--- src/common/pin_assoc_pkg.sv ---
// constants, register map and carrier types for the enable-pin association block
// assumes a single 125 MHz clock and an AXI4-Lite master with 32-bit data
// Contract
// - ext converter: pin high uses operating voltage
// - ext converter: pin low uses sleep voltage
// - ext converter pin low keep-on: low power
// - core2 follows pin: operating or sleep voltage
// - core2 pin low keep-on: low power
// - core1 follows pin: operating or sleep voltage
// - core1 pin low keep-on: low power
// - io converter on/off follows pin, keep-on qualified
// - io converter on while pin high
// - io converter pin low: off, or low power
// - association clear: pin ignored, registers govern
package pin_assoc_pkg;

  // ==========================================================
  // register map
  localparam logic [7:0] ASSOC_OFFSET     = 8'h00;
  localparam logic [7:0] OP_VOLT_OFFSET   = 8'h04;
  localparam logic [7:0] SLEEP_VOLT_OFFSET = 8'h08;
  localparam logic [7:0] DEFAULT_OFFSET   = 8'h0c;
  localparam logic [7:0] KEEP_ON_OFFSET   = 8'h10;
  localparam logic [7:0] STATUS_OFFSET    = 8'h14;

  // ==========================================================
  // field positions and reset values
  localparam int IO_BIT    = 0;
  localparam int CORE1_BIT = 1;
  localparam int CORE2_BIT = 2;
  localparam int EXT_BIT   = 3;
  localparam int SPARE_BIT = 4;
  localparam logic [4:0] ASSOC_RESET = 5'h00;
  localparam logic [7:0] VOLT_RESET  = 8'h00;
  localparam logic [3:0] KEEP_RESET  = 4'h0;
  localparam logic [7:0] VOLT_OFF    = 8'h00;

  localparam logic [1:0] RESP_OKAY   = 2'h0;
  localparam logic [1:0] RESP_SLVERR = 2'h2;

  // ==========================================================
  // carriers
  typedef struct packed {
    logic [7:0] volt;
    logic       on;
    logic       low_power;
  } supply_cmd_t;

  typedef enum logic [2:0] {
    BUS_IDLE = 3'h1,
    BUS_WRESP = 3'h2,
    BUS_RRESP = 3'h4
  } bus_state_t;

endpackage : pin_assoc_pkg

--- src/rtl/pin_assoc.sv ---
// enable-pin association register and per-regulator supply selection
// assumes RST_N is the turn-off reset and the pin is synchronous to REF_CLK
`timescale 1ns/10ps
module pin_assoc (
  input  wire logic                       REF_CLK,
  input  wire logic                       RST_N,
  input  wire logic                       SECOND_ENABLE_PIN,
  input  wire logic [31:0]                AWADDR,
  input  wire logic                       AWVALID,
  output      logic                       AWREADY,
  input  wire logic [31:0]                WDATA,
  input  wire logic [3:0]                 WSTRB,
  input  wire logic                       WVALID,
  output      logic                       WREADY,
  output      logic [1:0]                 BRESP,
  output      logic                       BVALID,
  input  wire logic                       BREADY,
  input  wire logic [31:0]                ARADDR,
  input  wire logic                       ARVALID,
  output      logic                       ARREADY,
  output      logic [31:0]                RDATA,
  output      logic [1:0]                 RRESP,
  output      logic                       RVALID,
  input  wire logic                       RREADY,
  output      pin_assoc_pkg::supply_cmd_t IO_CMD,
  output      pin_assoc_pkg::supply_cmd_t CORE1_CMD,
  output      pin_assoc_pkg::supply_cmd_t CORE2_CMD,
  output      pin_assoc_pkg::supply_cmd_t EXT_CMD
);

  // ==========================================================
  // state
  typedef struct packed {
    logic [4:0]               assoc;
    logic [31:0]              op_volt;
    logic [31:0]              sleep_volt;
    logic [3:0]               dflt_on;
    logic [3:0]               keep_on;
    pin_assoc_pkg::bus_state_t wst;
    pin_assoc_pkg::bus_state_t rst;
    logic                     aw_got;
    logic                     w_got;
    logic [7:0]               awaddr;
    logic [31:0]              wdata;
    logic [3:0]               wstrb;
    logic [1:0]               bresp;
    logic [31:0]              rdata;
    logic [1:0]               rresp;
    logic [3:0]               cmd_on;
    logic [3:0]               cmd_lp;
    logic [31:0]              cmd_volt;
  } state_t;

  state_t st;
  state_t next_st;

  pin_assoc_pkg::supply_cmd_t sel [4];

  // ==========================================================
  // per-regulator selection
  genvar g;
  generate
    for (g = 0; g < 4; g++) begin : g_sel
      pin_assoc_pkg::supply_cmd_t reg_cmd;
      always_comb begin
        reg_cmd.volt      = st.op_volt[8*g +: 8];
        reg_cmd.on        = st.dflt_on[g];
        reg_cmd.low_power = 1'b0;
      end
      supply_select u_sel (
        .assoc       (st.assoc[g]),
        .pin         (SECOND_ENABLE_PIN),
        .keep_on     (st.keep_on[g]),
        .volt_scaled (g != pin_assoc_pkg::IO_BIT),
        .op_volt     (st.op_volt[8*g +: 8]),
        .sleep_volt  (st.sleep_volt[8*g +: 8]),
        .reg_cmd     (reg_cmd),
        .cmd         (sel[g])
      );
    end
  endgenerate

  // ==========================================================
  // register write helper
  function automatic logic [31:0] merge(input logic [31:0] old, input logic [31:0] d,
                                        input logic [3:0] s);
    logic [31:0] r;
    r = old;
    for (int i = 0; i < 4; i++) begin
      if (s[i]) begin
        r[8*i +: 8] = d[8*i +: 8];
      end
    end
    return r;
  endfunction : merge

  // ==========================================================
  // next state
  always_comb begin
    logic [31:0] m;
    m = 32'h0;
    next_st = st;
    for (int i = 0; i < 4; i++) begin
      next_st.cmd_on[i]         = sel[i].on;
      next_st.cmd_lp[i]         = sel[i].low_power;
      next_st.cmd_volt[8*i +: 8] = sel[i].volt;
    end
    // write channel
    case (st.wst)
      pin_assoc_pkg::BUS_IDLE: begin
        if (AWVALID && !st.aw_got) begin
          next_st.aw_got = 1'b1;
          next_st.awaddr = AWADDR[7:0];
        end
        if (WVALID && !st.w_got) begin
          next_st.w_got = 1'b1;
          next_st.wdata = WDATA;
          next_st.wstrb = WSTRB;
        end
        if (st.aw_got && st.w_got) begin
          next_st.aw_got = 1'b0;
          next_st.w_got  = 1'b0;
          next_st.bresp  = pin_assoc_pkg::RESP_OKAY;
          next_st.wst    = pin_assoc_pkg::BUS_WRESP;
          case (st.awaddr)
            pin_assoc_pkg::ASSOC_OFFSET: begin
              if (st.wstrb[0]) begin
                next_st.assoc = st.wdata[4:0];
              end
            end
            pin_assoc_pkg::OP_VOLT_OFFSET: begin
              next_st.op_volt = merge(st.op_volt, st.wdata, st.wstrb);
            end
            pin_assoc_pkg::SLEEP_VOLT_OFFSET: begin
              next_st.sleep_volt = merge(st.sleep_volt, st.wdata, st.wstrb);
            end
            pin_assoc_pkg::DEFAULT_OFFSET: begin
              if (st.wstrb[0]) begin
                next_st.dflt_on = st.wdata[3:0];
              end
            end
            pin_assoc_pkg::KEEP_ON_OFFSET: begin
              if (st.wstrb[0]) begin
                next_st.keep_on = st.wdata[3:0];
              end
            end
            pin_assoc_pkg::STATUS_OFFSET: ;
            default: next_st.bresp = pin_assoc_pkg::RESP_SLVERR;
          endcase
        end
      end
      pin_assoc_pkg::BUS_WRESP: begin
        if (BREADY) begin
          next_st.wst = pin_assoc_pkg::BUS_IDLE;
        end
      end
      default: next_st.wst = pin_assoc_pkg::BUS_IDLE;
    endcase
    // read channel
    case (st.rst)
      pin_assoc_pkg::BUS_IDLE: begin
        if (ARVALID) begin
          next_st.rst   = pin_assoc_pkg::BUS_RRESP;
          next_st.rresp = pin_assoc_pkg::RESP_OKAY;
          case (ARADDR[7:0])
            pin_assoc_pkg::ASSOC_OFFSET:      m = {27'h0, st.assoc};
            pin_assoc_pkg::OP_VOLT_OFFSET:    m = st.op_volt;
            pin_assoc_pkg::SLEEP_VOLT_OFFSET: m = st.sleep_volt;
            pin_assoc_pkg::DEFAULT_OFFSET:    m = {28'h0, st.dflt_on};
            pin_assoc_pkg::KEEP_ON_OFFSET:    m = {28'h0, st.keep_on};
            pin_assoc_pkg::STATUS_OFFSET:
              m = {23'h0, SECOND_ENABLE_PIN, st.cmd_lp, st.cmd_on};
            default: next_st.rresp = pin_assoc_pkg::RESP_SLVERR;
          endcase
          next_st.rdata = m;
        end
      end
      pin_assoc_pkg::BUS_RRESP: begin
        if (RREADY) begin
          next_st.rst = pin_assoc_pkg::BUS_IDLE;
        end
      end
      default: next_st.rst = pin_assoc_pkg::BUS_IDLE;
    endcase
  end

  // ==========================================================
  // registers
  always_ff @(posedge REF_CLK or negedge RST_N) begin
    if (!RST_N) begin
      st            <= '0;
      st.assoc      <= pin_assoc_pkg::ASSOC_RESET;
      st.op_volt    <= {4{pin_assoc_pkg::VOLT_RESET}};
      st.sleep_volt <= {4{pin_assoc_pkg::VOLT_RESET}};
      st.dflt_on    <= pin_assoc_pkg::KEEP_RESET;
      st.keep_on    <= pin_assoc_pkg::KEEP_RESET;
      st.wst        <= pin_assoc_pkg::BUS_IDLE;
      st.rst        <= pin_assoc_pkg::BUS_IDLE;
    end else begin
      st <= next_st;
    end
  end

  // ==========================================================
  // outputs
  always_comb begin
    AWREADY = (st.wst == pin_assoc_pkg::BUS_IDLE) && !st.aw_got;
    WREADY  = (st.wst == pin_assoc_pkg::BUS_IDLE) && !st.w_got;
    BVALID  = (st.wst == pin_assoc_pkg::BUS_WRESP);
    BRESP   = st.bresp;
    ARREADY = (st.rst == pin_assoc_pkg::BUS_IDLE);
    RVALID  = (st.rst == pin_assoc_pkg::BUS_RRESP);
    RDATA   = st.rdata;
    RRESP   = st.rresp;
    IO_CMD    = '{volt: st.cmd_volt[7:0],   on: st.cmd_on[0], low_power: st.cmd_lp[0]};
    CORE1_CMD = '{volt: st.cmd_volt[15:8],  on: st.cmd_on[1], low_power: st.cmd_lp[1]};
    CORE2_CMD = '{volt: st.cmd_volt[23:16], on: st.cmd_on[2], low_power: st.cmd_lp[2]};
    EXT_CMD   = '{volt: st.cmd_volt[31:24], on: st.cmd_on[3], low_power: st.cmd_lp[3]};
  end

endmodule : pin_assoc

--- src/rtl/supply_select.sv ---
// one regulator's selection between pin-driven and register-driven state
// assumes all inputs synchronous to the single clock
`timescale 1ns/10ps
module supply_select (
  input  wire logic                        assoc,
  input  wire logic                        pin,
  input  wire logic                        keep_on,
  input  wire logic                        volt_scaled,
  input  wire logic [7:0]                  op_volt,
  input  wire logic [7:0]                  sleep_volt,
  input  wire pin_assoc_pkg::supply_cmd_t  reg_cmd,
  output      pin_assoc_pkg::supply_cmd_t  cmd
);
  // ==========================================================
  // selection
  always_comb begin
    cmd = reg_cmd;
    if (assoc) begin
      if (volt_scaled) begin
        if (pin) begin
          cmd.volt      = op_volt;
          cmd.on        = (op_volt != pin_assoc_pkg::VOLT_OFF);
          cmd.low_power = 1'b0;
        end else begin
          cmd.volt      = sleep_volt;
          cmd.on        = (sleep_volt != pin_assoc_pkg::VOLT_OFF);
          cmd.low_power = keep_on &&
                          (sleep_volt != pin_assoc_pkg::VOLT_OFF);
        end
      end else begin
        cmd.volt      = reg_cmd.volt;
        cmd.on        = pin || keep_on;
        cmd.low_power = !pin && keep_on;
      end
    end
  end
endmodule : supply_select

--- config.mk ---
export PLATFORM = sky130hd
export DESIGN_NAME = pin_assoc
export DESIGN_NICKNAME = d
export VERILOG_FILES = /design/src/common/pin_assoc_pkg.sv /design/src/rtl/pin_assoc.sv /design/src/rtl/supply_select.sv
export SDC_FILE = /design/constraint.sdc
export NUM_CORES = 1
export LEC_CHECK = 0
export ABC_AREA = 1
export BUFFER_PORTS_ARGS = -buffer_cell sky130_fd_sc_hd__buf_2
export CAP_MARGIN = 20
export CORE_AREA = 2 2 161 163
export DETAILED_ROUTE_END_ITERATION = 6
export DIE_AREA = 0 0 163 165
export GPL_TIMING_DRIVEN = 1
export PLACE_DENSITY = 0.56
export SYNTH_ARGS = -nofsm -noshare
export SYNTH_HDL_FRONTEND = slang
export SYNTH_HIERARCHICAL = 1
export SYNTH_SLANG_ARGS = --single-unit
--- constraint.sdc ---
create_clock -name REF_CLK -period 2.95 [get_ports REF_CLK]
set_input_delay 0.885 -clock REF_CLK [delete_from_list [all_inputs] [get_ports REF_CLK]]
set_output_delay 0.885 -clock REF_CLK [all_outputs]
set_load 0.005 [all_outputs]
After elaboration in Yosys (flattened, before gate mapping)
Index checks and enable logic that the tools add are counted.
Word-level totals
  register bits after elaboration: 205
  latch bits: 0
  bits in writable memories: 0
  ROM bits: 0
  bits of input ports: 108
  output and inout bits: 81
  logic and storage cells: 105
  memories kept: 0
Operators by class
  $add $sub $neg: 0
  multiply operators: 0
  divide/modulo/power cells: 0
  magnitude comparators: 0
  eq/ne operators: 18
  shift-type cells: 0
  muxes and demuxes: 19
  bitwise logic cells: 0
  reduce and logical (&&, ||, !) cells: 44
Operators with widths (count)
  $pmux W32 S6: 1
  $mux W10: 6
  $reduce_bool A8 Y1: 6
  $reduce_and A4 Y1: 11
  $eq A8 B4 Y1 const B: 4
  $eq A8 B5 Y1 const B: 4
  $eq A8 B3 Y1 const B: 2
  $logic_not A8 Y1: 2
  $reduce_and A2 Y1: 8
  $mux W3: 4
  $pmux W3 S2: 2
  $reduce_or A6 Y1: 2
  $logic_and A1 B1 Y1: 9
  $mux W2: 4
  $eq A3 B1 Y1 const B: 2
  $ne A2 B1 Y1 const B: 2
  $ne A2 B2 Y1 const B: 2
  $reduce_bool A2 Y1: 2
  $eq A3 B2 Y1 const B: 1
  $eq A3 B3 Y1 const B: 1
  $logic_not A1 Y1: 3
  $mux W1: 2
  $logic_or A1 B1 Y1: 1

Depth between registers and ports, before layout
  depth in word-level cells: 4
  gate-level depth with buffers: 10
  mapped depth without buffers: 9

Modules after synthesis
Netlist, hierarchy kept.
Modules (own cells, without submodules)
  pin_assoc: times used 1, cells each 877, area an instance 8838.5 um^2, seq. area each 5032.3 um^2
  supply_select: times used 4, cells each 60, area an instance 286.5 um^2, seq. area each 0.0 um^2

Worst setup path before layout
OpenSTA, ideal clock, no wires.
  path kind: input port to flip-flop
  start: input ARADDR[5]
  end: register st (netlist bit RRESP[1])
  library setup time: 0.120 ns
  arrival time: 1.681 ns
  data required time: 2.830 ns
  path slack: 1.149 ns
  stages on the path: 8
  buffers on the path: 2
  path through: nor2_1 nand2_1 inv_2 buf_2 buf_2 a21oi_1 o21ai_1 nand2_1
Between the ends
  word-level cells in the longest chain between the ends: 3
  elaborated cells on any way between the ends: 8
  those cells by class: eq/ne: 5; mux: 1; reduce/logical: 2
Ends and longest elaborated chain
  start, declared: line pin_assoc.sv:18  | input wire logic [31:0] ARADDR,
  $eq A8 B5 Y1 (tied with other cells): line pin_assoc.sv:165  | case (ARADDR[7:0])
  $reduce_or A6 Y1 (no line) (*)
  $mux W2 (*): line pin_assoc.sv:165
  end signal, assigned: line pin_assoc.sv:200  | st <= next_st;
  end, declared: line pin_assoc.sv:54  | state_t st;
Every way passes the cells marked *; elsewhere a longest branch is shown, timed or not.
A chain may end at the register's enable or synchronous reset.

Final worst setup path
  start: register st[125] (netlist name)
  end: output WREADY
Between the ends
  word-level cells in the longest chain between the ends: 2
Ends and longest elaborated chain
  $eq A3 B1 Y1: line pin_assoc.sv:208  | WREADY = (st.wst == pin_assoc_pkg::BUS_IDLE) && !st.w_got;
  $logic_and A1 B1 Y1: line pin_assoc.sv:208
  end, declared: line pin_assoc.sv:14  | output logic WREADY,
No other way between the ends.

==> key figures <==
Finish
  • ANT cells: 0
  • Fin area: about 11000 sq um
  • Area growth syn-to-layout: 13.2%
  • Nets: 1300
  • Most frequent cells in the layout: dfrtp_1 (199), nand2_1 (190), buf_2 (137)
  • Commonest non-fill, non-tap cell in the layout: dfrtp_1
  • Number of fill cells: approximately 2400
  • Layout cell share with drive strength beyond 1: a little over a quarter

STA
  • Min Tclk post-route: between 2 and 2.5 ns
  • Worst-margin pin slew: roughly 0.66 ns
  • Clock Skews: roughly 0.019 ns
  • Post-route setup slack: around 0.54 ns
  • RSZ-0062 raised after global routing: false
  • Endpoints failing hold: 0
  • Final period utilization: approximately 80%
  • Setup Viol. Count Final: 0
  • Slew Viols, Final: 0
  • Final setup TNS: 0 ns
  • Max Clk Rate: slightly above 400 MHz
  • Slew margin rel.: between 50 and 60%

Floorplan
  • Row count: 58
  • # IOs: approximately 190
  • Starting Density: 39.9%
  • Die Wd: roughly 160 microns
  • Die Ht: 165 microns
  • Core area: ~25000 sq um
  • DIE AREA: between 20000 and 30000 sq um

Logic synthesis
  • Dominant cell type by area after synthesis: dfrtp_1
  • Yosys warns: 6
  • Number of register bits inferred by synthesis: about 200
  • Top-area cell type share of the netlist area: 49.9%
  • Synth Cell Area: roughly 10000 sq um
  • Sequential fraction of the synthesis area: about 50%
  • Synth area leaders: dfrtp_1 (50%), nand2_1 (7.2%), a21oi_1 (6.0%), buf_4 (5.7%), o21ai_2 (5.6%)
  • Netlist cell types: 37
  • Mapped Avg Cell Area: 8.94 sq um
  • Cell count after synthesis: between 1000 and 1500

Route
  • Detail Route Antenna Nets: 0
  • Drt first pass iters: 5
  • Final WL: roughly 24000 microns
  • DRC Markers: 0
  • 1st-iter DRT viols: 440
  • Routed length per instance: between 15 and 20 microns
  • Via count: about 7400
  • Vias per cell: 4.80

Critical path
  • Critical path fanouts, max: 3
  • WP data arrival: roughly 1.5 ns
  • Endpoint type of the worst setup path: output pin
  • Startpoint types: register
  • Critical Path, Cell by Cell: inv_1 -> nor2_2 -> inv_1 -> nor2_2 -> buf_2
  • CP max stage delay: between 0.5 and 0.6 ns
  • Worst Path Buf+Inv: 3
  • Critical path class: reg -> out
  • Slowest-stage cell, CP: dfstp_2
  • CP top delay family: flip-flops
  • WP data required: between 2 and 2.5 ns

Pwr
  • Leakage: 5.96 nW
  • Total power: approximately 0.0084 W
  • Peak supply drop: around 0.51 mV
  • Pwr Density: approximately 740 nW/um^2

CTS
  • Setup Fix Bufs, Post-CTS: 0
  • Post-CTS resize count: 0
  • Root Buffer: clkbuf_16
  • TritonCTS clock tree: yes
  • Maximum clock path buffer count: 3
  • CTS buffer count: 24
  • Clock sink total: 201
  • CTS clk-pin slew, worst paths: ~0.050 ns
  • # H-tree levels: 1
  • Worst-skew pair later-pin latency: around 0.5 ns
  • CTS Hold Bufs: 0

Run status
  • Status: finished, final reports clean

Place
  • Pre-CTS setup slack: roughly 0.64 ns
  • IO Port Bufs: ~140
  • Final HPWL DP: around 16000 microns
  • Final GP Congestion: roughly 0.84
  • Post-Place Cell Area: 10500 sq um

Global route
  • Pin count of the biggest net entering global routing: 80
  • GRT Total Usage: 17.8%
  • First-pass GRT wire length: 38400 microns
  • GR Overflow Total: 0
  • Initial antenna violation count: 0
  • Vias in the first global route: a little over 7000

Min path
  • HP Class: in -> async

Flow run
  • Max cap viols: 0
-- logic make-up after synthesis --
kind of cell / Yosys count / synth area share [%]
flops: 201 / 50.4
compound gates: 233 / 15.1
other cells: 2 / 0.0752
mux: 4 / 0.526
buf+inv: 208 / 12.2
simple gates: 469 / 21.7
-- worst paths after layout --
| path | start | to | slack [ns] | cells past startpoint |
|---|---|---|---|---|
| worst max-delay path | st[125] | WREADY | 0.54 | 5 |
| worst min-delay path | RST_N | st[118] | 0.42 | 1 |
| worst max register to register | st[125] | st[117] | 1.31 | 6 |
| worst min register to register | RDATA[18] | RDATA[18] | 0.47 | 1 |
| max in group asynchronous | RST_N | st[166] | 1.85 | 2 |
| min in group REF_CLK | RDATA[18] | RDATA[18] | 0.47 | 1 |
-- power breakdown --
group	leakage [nW]	switching, W	internal (W)
logic	2.92	0.00120	0.000590
registers	2.63	0.000314	0.00326
clock network	0.406	0.00112	0.00190
total	5.96	0.00264	0.00575
-- flip-flops by register name (all words and copies together) (netlist names) --
| signal | cells |
|---|---|
| st | 91 |
| g_sel.reg_cmd | 36 |
| RDATA | 32 |
| CORE1_CMD | 10 |
| CORE2_CMD | 10 |
| EXT_CMD | 10 |
| IO_CMD | 10 |
| BRESP | 1 |
| RRESP | 1 |
-- metal layers --
layer | global-route usage (%) | up-vias | part of all wire, %
met4 | 3.74 | 0 | 1.5
met1 | 26.1 | 3451 | 48
li1 | - | 3703 | -
met2 | 27.8 | 203 | 44
met5 | 0 | - | 0
met3 | 3.06 | 24 | 6.4
-- final cells by class --
type                       count  area [sq um]  area share (%)
multi-input combinational    724          3800            33.7
clock buffer                  38           744            6.59
inverter                      86           325            2.88
clock inverter                 5          78.8           0.698
sequential                   201          5030            44.5
tap                          330           413            3.65
timing repair buffer         155           902            7.98
-- per-stage QoR --
stage | cells | hold slack (ns) | utilization, %
finish | 1539 | 0.423 | 45.1
global route | 1539 | 0.470 | 45.1
CTS | 1539 | 0.443 | 45.1
detailed placement | 1496 | 0.460 | 41.8
global placement | 1496 | 0.459 | 41.8
floorplan | 1133 | 0.450 | -
-- Yosys cell counts --
library cell  count
o21ai_2          64
mux2_2            2
nand2_1         191
dfstp_2           2
o21ai_1           1
nand2_4           3
nor2_4            2
inv_4             1
nand3_2           2
a31oi_1           1
nand3b_1          4
inv_2             5
a21o_1           23
buf_2            13
nor3_4            1
buf_4            76
nand3_4           6
nor3_1            9
nand3_1          96
clkinv_1          1
buf_1             3
nand2_2          19
and2_0            4
nor2_8            2
nand4_1           5
nor2_2            5
o31ai_2           4
inv_1            79
a21oi_1         119
mux2_4            2
nor2_1          120
buf_6            18
conb_1            2
dfrtp_1         199
o211ai_1          4
clkbuf_1         12
o21ai_0          17
Power figures use the tool's default switching activity.
